## config.mk

```make
export PLATFORM = sky130hd
export DESIGN_NAME = reset_sequence_controller
export DESIGN_NICKNAME = d
export VERILOG_FILES = /design/src/common/reset_seq_pkg.sv /design/src/rtl/reset_sequence_controller.sv /design/src/rtl/phase_timer.sv
export SDC_FILE = /design/constraint.sdc
export NUM_CORES = 1
export LEC_CHECK = 0
export BUFFER_PORTS_ARGS = -buffer_cell sky130_fd_sc_hd__buf_2
export CORE_MARGIN = 4
export CORE_UTILIZATION = 52
export DETAILED_ROUTE_END_ITERATION = 8
export HOLD_SLACK_MARGIN = 0.02
export PLACE_DENSITY = 0.74
export SETUP_SLACK_MARGIN = 0.5
export SYNTH_ARGS = -nofsm -noshare
export SYNTH_HDL_FRONTEND = slang
export SYNTH_SLANG_ARGS = --single-unit
```

## constraint.sdc

```tcl
create_clock -name ref_clk_i -period 2 [get_ports ref_clk_i]
set_input_delay 0.1 -clock ref_clk_i [delete_from_list [all_inputs] [get_ports ref_clk_i]]
set_output_delay 0.1 -clock ref_clk_i [all_outputs]
set_load 0.05 [all_outputs]
```

## src/common/reset_seq_pkg.sv

```systemverilog
// Constants and types for the reset sequence controller.
// What this block does
// RL1 - Destructive sequence with self test lasts at least 5.730 ms, typically 7.796 ms.
// RL2 - Destructive sequence without self test lasts at least 0.111 ms, typically 0.182 ms.
// RL3 - External long sequence lasts at least 5.729 ms, typically 7.793 ms.
// RL4 - Functional long sequence lasts at least 0.110 ms, typically 0.179 ms.
// RL5 - Functional short sequence lasts at least 0.007 ms, typically 0.009 ms.
// RL6 - Sequence stretches while the outside keeps the reset line low after the final phase.
// RL7 - At boot firmware end enter default run mode and fetch the first instruction.
// RL8 - Reset line is two-way; either side may pull it low.
// RL9 - Outside pull-up must overcome the weak pull-down; device never drives high.
// RL10 - Device releases its low drive at sequence end, giving the rising edge.
// RL11 - Boot firmware takes typically 200 us with header at first location.
// RL12 - Boot firmware takes typically 320 us with header at last location.
// RL13 - Total boot time is sequence duration plus boot firmware time.
// RL14 - Sequence chosen from reset cause and self-test setting, timed by cycle counters.
package reset_seq_pkg;

    // ----------------------------------------
    // Clock and counter width
    // ----------------------------------------
    localparam int CLK_PERIOD_NS = 20;
    localparam int CNT_W = 20;

    // ----------------------------------------
    // Durations in nanoseconds, typical figures
    // ----------------------------------------
    localparam int DESTR_SELFTEST_TYP_NS = 7796000;
    localparam int DESTR_PLAIN_TYP_NS = 182000;
    localparam int EXT_LONG_TYP_NS = 7793000;
    localparam int FUNC_LONG_TYP_NS = 179000;
    localparam int FUNC_SHORT_TYP_NS = 9000;
    localparam int BOOT_FIRST_TYP_NS = 200000;
    localparam int BOOT_LAST_TYP_NS = 320000;

    // ----------------------------------------
    // Minimum durations in nanoseconds
    // ----------------------------------------
    localparam int DESTR_SELFTEST_MIN_NS = 5730000;
    localparam int DESTR_PLAIN_MIN_NS = 111000;
    localparam int EXT_LONG_MIN_NS = 5729000;
    localparam int FUNC_LONG_MIN_NS = 110000;
    localparam int FUNC_SHORT_MIN_NS = 7000;

    // ----------------------------------------
    // Cycle counts, rounded up
    // ----------------------------------------
    localparam int DESTR_SELFTEST_CYC = (DESTR_SELFTEST_TYP_NS + CLK_PERIOD_NS - 1) / CLK_PERIOD_NS;
    localparam int DESTR_PLAIN_CYC = (DESTR_PLAIN_TYP_NS + CLK_PERIOD_NS - 1) / CLK_PERIOD_NS;
    localparam int EXT_LONG_CYC = (EXT_LONG_TYP_NS + CLK_PERIOD_NS - 1) / CLK_PERIOD_NS;
    localparam int FUNC_LONG_CYC = (FUNC_LONG_TYP_NS + CLK_PERIOD_NS - 1) / CLK_PERIOD_NS;
    localparam int FUNC_SHORT_CYC = (FUNC_SHORT_TYP_NS + CLK_PERIOD_NS - 1) / CLK_PERIOD_NS;
    localparam int BOOT_FIRST_CYC = (BOOT_FIRST_TYP_NS + CLK_PERIOD_NS - 1) / CLK_PERIOD_NS;
    localparam int BOOT_LAST_CYC = (BOOT_LAST_TYP_NS + CLK_PERIOD_NS - 1) / CLK_PERIOD_NS;
    localparam int FUNC_SHORT_MIN_CYC = (FUNC_SHORT_MIN_NS + CLK_PERIOD_NS - 1) / CLK_PERIOD_NS;

    // ----------------------------------------
    // Reset values
    // ----------------------------------------
    localparam logic [CNT_W-1:0] CNT_RST = 20'h00000;

    // ----------------------------------------
    // Types
    // ----------------------------------------
    typedef enum logic [3:0] {
        ST_SEQ = 4'h1,
        ST_STRETCH = 4'h2,
        ST_BOOT = 4'h4,
        ST_RUN = 4'h8
    } seq_state_type;

    typedef enum logic [2:0] {
        KIND_DESTR_SELFTEST = 3'h0,
        KIND_DESTR_PLAIN = 3'h1,
        KIND_EXT_LONG = 3'h2,
        KIND_FUNC_LONG = 3'h3,
        KIND_FUNC_SHORT = 3'h4
    } seq_kind_type;

    typedef struct packed {
        logic destructive;
        logic functional_long;
        logic functional_short;
    } reset_cause_type;

    typedef struct packed {
        logic default_run_mode;
        logic boot_busy;
        logic in_reset;
    } seq_status_type;

endpackage

```

## src/rtl/reset_sequence_controller.sv

```systemverilog
// Reset sequence controller: selects, times and ends the reset sequences and boot firmware.
`timescale 1ns/1ps
module reset_sequence_controller #(
    parameter int DESTR_SELFTEST_CYC_P = reset_seq_pkg::DESTR_SELFTEST_CYC,
    parameter int DESTR_PLAIN_CYC_P = reset_seq_pkg::DESTR_PLAIN_CYC,
    parameter int EXT_LONG_CYC_P = reset_seq_pkg::EXT_LONG_CYC,
    parameter int FUNC_LONG_CYC_P = reset_seq_pkg::FUNC_LONG_CYC,
    parameter int BOOT_FIRST_CYC_P = reset_seq_pkg::BOOT_FIRST_CYC,
    parameter int BOOT_LAST_CYC_P = reset_seq_pkg::BOOT_LAST_CYC
) (
    // Clock and reset
    input wire logic ref_clk_i,
    input wire logic rst_i,
    // Reset causes and settings
    input wire reset_seq_pkg::reset_cause_type cause_i,
    input wire logic selftest_en_i,
    input wire logic boot_hdr_last_i,
    // Two-way active-low reset line
    input wire logic reset_line_n_i,
    output logic reset_line_n_o,
    output logic reset_line_oe_o,
    // Status
    output reset_seq_pkg::seq_status_type status_o,
    output reset_seq_pkg::seq_kind_type seq_kind_o,
    output logic first_fetch_o,
    output logic [reset_seq_pkg::CNT_W-1:0] seq_duration_o,
    output logic [reset_seq_pkg::CNT_W-1:0] boot_duration_o
);
    import reset_seq_pkg::*;

    // ----------------------------------------
    // Declarations
    // ----------------------------------------
    seq_state_type state_reg;
    seq_state_type state_next;
    seq_kind_type kind_reg;
    seq_kind_type kind_next;
    logic line_meta_reg;
    logic line_sync_reg;
    logic start_seq;
    logic timer_load;
    logic [CNT_W-1:0] timer_value;
    logic timer_expired;
    logic [CNT_W-1:0] seq_cnt_reg;
    logic [CNT_W-1:0] boot_cnt_reg;
    logic boot_started_reg;
    logic power_on_reg;

    // ----------------------------------------
    // Reset line synchroniser
    // ----------------------------------------
    always_ff @(posedge ref_clk_i) begin
        if (rst_i) begin
            line_meta_reg <= 1'b0;
            line_sync_reg <= 1'b0;
        end else begin
            line_meta_reg <= reset_line_n_i;
            line_sync_reg <= line_meta_reg;
        end
    end

    // ----------------------------------------
    // Power-on request
    // ----------------------------------------
    // First cycle after reset starts a destructive sequence
    always_ff @(posedge ref_clk_i) begin
        if (rst_i) begin
            power_on_reg <= 1'b1;
        end else begin
            power_on_reg <= 1'b0;
        end
    end

    // ----------------------------------------
    // Sequence selection
    // ----------------------------------------
    always_comb begin
        start_seq = 1'b0;
        kind_next = kind_reg;
        if (power_on_reg) begin
            start_seq = 1'b1;
            kind_next = selftest_en_i ? KIND_DESTR_SELFTEST : KIND_DESTR_PLAIN; // see RL14
        end else if (state_reg == ST_RUN || state_reg == ST_BOOT) begin
            if (cause_i.destructive) begin
                start_seq = 1'b1;
                kind_next = selftest_en_i ? KIND_DESTR_SELFTEST : KIND_DESTR_PLAIN; // see RL14
            end else if (!line_sync_reg) begin
                start_seq = 1'b1;
                kind_next = KIND_EXT_LONG; // see RL8
            end else if (cause_i.functional_long) begin
                start_seq = 1'b1;
                kind_next = KIND_FUNC_LONG; // see RL14
            end else if (cause_i.functional_short) begin
                start_seq = 1'b1;
                kind_next = KIND_FUNC_SHORT; // see RL14
            end
        end
    end

    // ----------------------------------------
    // Phase timer load values
    // ----------------------------------------
    always_comb begin
        timer_load = 1'b0;
        timer_value = CNT_RST;
        if (start_seq) begin
            timer_load = 1'b1;
            case (kind_next)
                KIND_DESTR_SELFTEST: timer_value = CNT_W'(DESTR_SELFTEST_CYC_P); // see RL1
                KIND_DESTR_PLAIN: timer_value = CNT_W'(DESTR_PLAIN_CYC_P); // see RL2
                KIND_EXT_LONG: timer_value = CNT_W'(EXT_LONG_CYC_P); // see RL3
                KIND_FUNC_LONG: timer_value = CNT_W'(FUNC_LONG_CYC_P); // see RL4
                KIND_FUNC_SHORT: timer_value = CNT_W'(FUNC_SHORT_CYC); // see RL5
                default: timer_value = CNT_W'(DESTR_PLAIN_CYC_P);
            endcase
        end else if (state_reg == ST_STRETCH && line_sync_reg) begin
            timer_load = 1'b1;
            timer_value = boot_hdr_last_i ? CNT_W'(BOOT_LAST_CYC_P) : CNT_W'(BOOT_FIRST_CYC_P); // see RL11, RL12
        end
    end

    phase_timer u_phase_timer (
        .ref_clk_i(ref_clk_i),
        .rst_i(rst_i),
        .load_i(timer_load),
        .load_value_i(timer_value),
        .expired_o(timer_expired)
    );

    // ----------------------------------------
    // Sequence state machine
    // ----------------------------------------
    always_comb begin
        state_next = state_reg;
        case (state_reg)
            ST_SEQ: begin
                if (timer_expired) begin
                    state_next = ST_STRETCH; // see RL10
                end
            end
            ST_STRETCH: begin
                if (line_sync_reg) begin
                    state_next = ST_BOOT; // see RL6
                end
            end
            ST_BOOT: begin
                if (start_seq) begin
                    state_next = ST_SEQ;
                end else if (boot_started_reg && timer_expired) begin
                    state_next = ST_RUN; // see RL7
                end
            end
            ST_RUN: begin
                if (start_seq) begin
                    state_next = ST_SEQ;
                end
            end
            default: state_next = ST_SEQ;
        endcase
    end

    always_ff @(posedge ref_clk_i) begin
        if (rst_i) begin
            state_reg <= ST_SEQ;
            kind_reg <= KIND_DESTR_PLAIN;
        end else begin
            state_reg <= state_next;
            kind_reg <= kind_next;
        end
    end

    // Guards against a stale expiry in the first boot cycle
    always_ff @(posedge ref_clk_i) begin
        if (rst_i) begin
            boot_started_reg <= 1'b0;
        end else begin
            boot_started_reg <= (state_reg == ST_BOOT);
        end
    end

    // ----------------------------------------
    // Reset line drive
    // ----------------------------------------
    always_ff @(posedge ref_clk_i) begin
        if (rst_i) begin
            reset_line_n_o <= 1'b0;
            reset_line_oe_o <= 1'b1;
        end else begin
            reset_line_n_o <= 1'b0; // see RL9
            reset_line_oe_o <= (state_next == ST_SEQ); // see RL8, RL10
        end
    end

    // ----------------------------------------
    // Duration accounting
    // ----------------------------------------
    always_ff @(posedge ref_clk_i) begin
        if (rst_i) begin
            seq_cnt_reg <= CNT_RST;
            boot_cnt_reg <= CNT_RST;
        end else if (start_seq) begin
            seq_cnt_reg <= CNT_RST;
            boot_cnt_reg <= CNT_RST;
        end else if (state_reg == ST_SEQ || state_reg == ST_STRETCH) begin
            seq_cnt_reg <= seq_cnt_reg + 20'h00001; // see RL6
            boot_cnt_reg <= boot_cnt_reg + 20'h00001;
        end else if (state_reg == ST_BOOT) begin
            boot_cnt_reg <= boot_cnt_reg + 20'h00001; // see RL13
        end
    end

    // ----------------------------------------
    // Outputs
    // ----------------------------------------
    always_ff @(posedge ref_clk_i) begin
        if (rst_i) begin
            status_o <= '0;
            seq_kind_o <= KIND_DESTR_PLAIN;
            first_fetch_o <= 1'b0;
            seq_duration_o <= CNT_RST;
            boot_duration_o <= CNT_RST;
        end else begin
            status_o.in_reset <= (state_next == ST_SEQ || state_next == ST_STRETCH);
            status_o.boot_busy <= (state_next == ST_BOOT);
            status_o.default_run_mode <= (state_next == ST_RUN); // see RL7
            first_fetch_o <= (state_reg == ST_BOOT && state_next == ST_RUN); // see RL7
            seq_kind_o <= kind_next;
            seq_duration_o <= seq_cnt_reg;
            boot_duration_o <= boot_cnt_reg; // see RL13
        end
    end
endmodule

```

## src/rtl/phase_timer.sv

```systemverilog
// Down counter that times one phase of the reset sequence.
`timescale 1ns/1ps
module phase_timer (
    // Clock and reset
    input wire logic ref_clk_i,
    input wire logic rst_i,
    // Control
    input wire logic load_i,
    input wire logic [reset_seq_pkg::CNT_W-1:0] load_value_i,
    // Status
    output logic expired_o
);
    import reset_seq_pkg::*;

    logic [CNT_W-1:0] count_reg;

    always_ff @(posedge ref_clk_i) begin
        if (rst_i) begin
            count_reg <= CNT_RST;
        end else if (load_i) begin
            count_reg <= load_value_i;
        end else if (count_reg != CNT_RST) begin
            count_reg <= count_reg - 20'h00001;
        end
    end

    // High in the last counted cycle
    assign expired_o = (count_reg == 20'h00001);
endmodule

```

## After elaboration in Yosys (flattened, before gate mapping)

Cells that the tools add are included.

| word-level totals | value |
|---|---|
| bits in registers | 116 |
| input bits | 8 |
| output and inout bits | 49 |
| logic and storage cells | 72 |

| cells by class | value |
|---|---|
| add/sub/neg operators | 3 |
| eq/ne operators | 12 |
| muxes and demuxes | 30 |
| reductions and logical operators | 11 |

Operators by type and width:

| operator | count |
|---|---|
| 20-bit 2-to-1 mux | 5 |
| 19-bit one-hot mux with 4 select lines | 1 |
| 20-bit by 1-bit adder with 20-bit output, second input constant | 2 |
| 20-bit by 1-bit equality test with 1-bit output, second input constant | 1 |
| 4-bit 2-to-1 mux | 5 |
| 20-bit nonzero test | 1 |
| 20-bit by 1-bit subtractor with 20-bit output, second input constant | 1 |
| 3-bit 2-to-1 mux | 6 |
| 4-bit one-hot mux with 4 select lines | 1 |
| 14-bit 2-to-1 mux | 1 |
| 13-bit 2-to-1 mux | 1 |
| 1-bit 2-to-1 mux | 10 |
| 4-bit by 1-bit equality test with 1-bit output, second input constant | 2 |
| 4-bit by 2-bit equality test with 1-bit output, second input constant | 2 |
| 4-bit by 3-bit equality test with 1-bit output, second input constant | 2 |
| 4-bit equality test, second input constant | 2 |
| 3-bit by 2-bit equality test with 1-bit output, second input constant | 2 |
| 2-bit nonzero test | 2 |
| 3-bit equality test, second input constant | 1 |
| 1-bit logical AND | 3 |
| 3-bit logical NOT | 1 |
| 1-bit logical OR | 3 |
| 2-bit OR reduction | 1 |

## Logic depth before layout (Yosys ltp)

| logic depth | value |
|---|---|
| depth in word-level cells | 10 |
| depth in mapped cells | 8 |
| mapped depth without buffers | 7 |

## By module

From an unflattened synthesis, not the netlist that was laid out.

| unflattened totals | value |
|---|---|
| cell total of the unflattened synthesis | 586 |
| area, all modules | 5252.5 sq um |

Modules (own cells, without submodules):

| module | instances | cells each | area an instance (sq um) | sequential area each (sq um) |
|---|---|---|---|---|
| reset_sequence_controller | 1 | 427 | 4061.4 | 1921.8 |
| phase_timer | 1 | 159 | 1191.1 | 400.4 |

## Worst setup path before layout

Ideal clock, no wire load.

| timing path | value |
|---|---|
| path kind | flip-flop to flip-flop |
| from | register state_reg[0] |
| to | register seq_cnt_reg[19] |
| setup time | 70 ps |
| data arrival time | 2002 ps |
| data required time | 1930 ps |
| setup slack | -72 ps |
| stages on the path, launching flop included | 8 |
| path buffers | 2 |
| clock period less this slack | 2072 ps |
| path through | dfxtp_1 buf_6 xor2_4 nand4_4 or4b_1 buf_2 or4_1 a21oi_1 |

| between the ends | value |
|---|---|
| cells in the longest elaborated chain, start to end | 5 |
| elaborated cells between the ends (all ways) | 9 |
| classes of those cells | eq/ne (4); mux (2); reduce/logical (3) |

Ends and longest elaborated chain:

| element | line | RTL |
|---|---|---|
| start: declaration | reset_sequence_controller.sv:34 | `seq_state_type state_reg;` |
| start signal: assignment | reset_sequence_controller.sv:167 | `state_reg <= state_next;` |
| 4-bit equality test / 4-bit by 3-bit equality test with 1-bit output (equally long branches) | reset_sequence_controller.sv:83 | `end else if (state_reg == ST_RUN \|\| state_reg == ST_BOOT) begin` |
| 1-bit logical OR | reset_sequence_controller.sv:83 |  |
| 1-bit 2-to-1 mux | reset_sequence_controller.sv:83 |  |
| 1-bit 2-to-1 mux | reset_sequence_controller.sv:80 | `if (power_on_reg) begin` |
| 2-bit OR reduction (no source line) | -- |  |
| end signal: assignment | reset_sequence_controller.sv:205 | `seq_cnt_reg <= seq_cnt_reg + 20'h00001;` |
| end: declaration | reset_sequence_controller.sv:44 | `logic [CNT_W-1:0] seq_cnt_reg;` |

Several ways; a longest one is shown, not always the timed one.
A chain may end at the register's enable or synchronous reset.

## Worst setup path after layout

| timing path | value |
|---|---|
| from | register u_phase_timer.count_reg[0] |
| to | register u_phase_timer.count_reg[5] |

| between the ends | value |
|---|---|
| cells in the longest elaborated chain, start to end | 3 |
| elaborated cells between the ends (all ways) | 5 |
| classes of those cells | add/sub (1); mux (2); reduce/logical (2) |

Ends and longest elaborated chain:

| element | line | RTL |
|---|---|---|
| start: declaration | phase_timer.sv:15 | `logic [CNT_W-1:0] count_reg;` |
| start signal: assignment | phase_timer.sv:21 | `count_reg <= load_value_i;` |
| start signal: assignment | phase_timer.sv:23 | `count_reg <= count_reg - 20'h00001;` |
| 20-bit by 1-bit subtractor with 20-bit output | phase_timer.sv:23 |  |
| 20-bit 2-to-1 mux | phase_timer.sv:22 | `end else if (count_reg != CNT_RST) begin` |
| 20-bit 2-to-1 mux | phase_timer.sv:20 | `end else if (load_i) begin` |

Several ways; a longest one is shown, not always the timed one. The select of a mux whose other input is x is not followed.

==> metrics <==
Arr. time, crit path=2570 ps; share of layout cells above drive strength 1=roughly 53%; Leak=3.012 nW; die area=10910 µm²; async set-reset flop share out of synthesis=0%; PnR worst setup slack=-116.3 ps; CTS Buf Count=17; syn_nets=555; post-synthesis sequential area ratio=47.98%; Final Hold Fails=0; grt peak-use layer=met2; placed insts=717; Starting Density=54.43%; Core Rows=34; CORE AREA=8891 µm²; DRT antenna net count=0; routed len/inst=25.44 µm; clk_lat worst skew=540 ps; CTS tree=done; top post-synthesis cells by area=dfxtp_1 (48%), xnor2_1 (6.5%), nor2_1 (4.9%); fillers=about 350; Slew headroom=62.31%; GRT met2 Usage=52.77%; Die Height=104.5 µm; drt initial violations=563; met1 usage=around a third; number of global-route vias before repair=5050; final critical-path required period=approximately 2100 ps; post-route insts no fill=822; clk_skew=10.16 ps; vias=5460; All-Layer GR Usage=~30%; DRC Markers=0; Synth area leader=dfxtp_1; H-tree Lvls=4; Setup TNS=-189.9 ps; max-slew violations=0; drt total wl=between 20000 and 25000 µm; first-pass GRT wire length=26060 µm; post-synth top area share=47.98%; P&R area growth vs syn=62.54%; Avg Cell Area, Syn=around 8.9 µm²; CTS sink cnt=116; actual slew at the worst max-slew pin=565.4 ps; die width=104.5 µm; PortBufs=55; EDFF count, synth=0; PwrDens=roughly 800 nW/µm²; Bufs on Longest Clock Path=2; RSZ-0062 raised after global routing=yes; CP Max Fanout=3; type of origin of the critical path=flop; diode count=0; gpl congestion=about 0.9; max-cap violations=0; met3 Track Usage GR=7.076%; Netlist Area Pre-Place=4840 µm²; prevailing post-synth register cell=dfxtp_1; largest net degree at the start of global routing=48; Tcrit/Tclk final=105.8%; count of different cell masters after synthesis=57; Reg area=approximately 2400 µm²; Root Buffer=clkbuf_8; status=finished, violations left; initial antenna violation count=1; Multi-input gate area=roughly 3400 µm²; failing checks=setup timing; CTS clk-pin slew, worst paths=60 ps; Critical Path RT=about 2500 ps; fmax=472.5 MHz; Detailed Routing Iterations Pass 1=5; total gr overflow=0; Boundary Pins=57; Synth Warn #=0; Setup CP Type=flop to flop; Worst Hold Class=input port to flop; Peak VDD IR=slightly below 800 µV; cell count after synthesis=542; Overall Power=~6.4 mW; Hold Slack=217.9 ps; Post-synth top cells=dfxtp_1 (116), nor2_1 (63), nand2_1 (40); Layout Nets=between 700 and 800; Seq cells post-synth=116; Vias/cell=6.642; final setup vio count=2; Worst Setup End Kind=flop; HPWL Detailed=roughly 7800 µm; top-count cell post-synth=dfxtp_1
kinds of logic (layout without fill, tap and decap cells):
logic type                 after synthesis  in the layout  synth area share (%)
other                                    1              1               0.07749
DFF                                    116            116                 47.98
xor gates and xnor gates                43             43                 8.170
and+or+nand+nor                        255            255                 27.56
buffers and inverters                   43            214                 3.826
adders and majority gates                5              5                 1.293
AOI/OAI and AO/OA                       74             75                 10.03
muxes                                    5              5                 1.060
power by group:
| part | internal, mW | leakage, nW | switching, mW | total [mW] |
|---|---|---|---|---|
| clock network | 1.86 | 0.286 | 1.22 | 3.08 |
| registers | 2.36 | 0.950 | 0.0716 | 2.43 |
| logic | 0.386 | 1.78 | 0.480 | 0.865 |
| total | 4.60 | 3.01 | 1.77 | 6.37 |
cell usage in the layout, fill, tap and decap left out, types with 6 or more instances in the layout:
master / instances
buf_6: 22
buf_4: 75
a21oi_2: 16
or2_4: 6
dfxtp_1: 95
xnor2_1: 27
nor2_1: 33
clkbuf_16: 18
nor4_4: 6
buf_2: 55
nand3_1: 10
nor3_2: 10
o21ai_0: 9
nor3_1: 12
nand2_1: 31
nor2_2: 8
or3_4: 7
nor3_4: 9
nor2_4: 22
a21oi_1: 7
inv_1: 16
nand2_2: 6
nand4_1: 6
dfxtp_4: 10
nor2b_1: 34
or3_1: 7
dfxtp_2: 11
xnor2_2: 8
cell type report:
class / instances / area share, %
multi-input cells: 384 / 43.44
flip-flops and latches: 116 / 30.17
repair buffers: 163 / 16.26
clock buffers: 19 / 5.615
clock inverters: 13 / 1.861
well taps: 108 / 1.718
inverters: 19 / 0.9384
final timing paths:
path,startpoint,endpoint,slack (ps),cells after the start
max,u_phase_timer.count_reg[0]$_SDFFE_PP0P_,u_phase_timer.count_reg[5]$_SDFFE_PP0P_,-120,6
min,cause_i[1],u_phase_timer.count_reg[7]$_SDFFE_PP0P_,220,4
max reg2reg,u_phase_timer.count_reg[0]$_SDFFE_PP0P_,u_phase_timer.count_reg[5]$_SDFFE_PP0P_,-120,6
min reg2reg,line_meta_reg$_SDFF_PP0_,line_sync_reg$_SDFF_PP0_,450,1
timing repair:
item	4_1_cts	5_1_grt
pin swaps	40	31
hold endpoints to repair	6	0
buffers inserted	42	19
resized for setup	146	116
cloned	7	1
endpoints found under the setup margin	71	72
hold buffers	4	0
layer usage:
metal	share of wire, %	up-vias	wire length [µm]
met5	0.033	-	7
met3	9.8	208	2047
met1	34	2557	7150
met4	9.5	2	1976
met2	47	480	9727
li1	-	2213	-
per-stage QoR:
stage / util, % / setup WS (ps) / area (µm²)
finish: 88.47 / -116.3 / 7866
global route: 88.47 / -110.8 / 7866
CTS: 80.73 / 165.9 / 7178
detailed placement: 62.74 / 56.29 / 5578
global placement: 62.74 / 103.2 / 5578
floorplan: - / -3.393 / 5075
critical path, stage by stage (launching register included):
cell and delay (ps):
dfxtp_4 360, buf_4 150, nor3_2 350, nor3b_2 480, xor2_1 310, nand2_1 140
a31oi_2 230
Note: power is estimated with default switching activity, not from simulation.
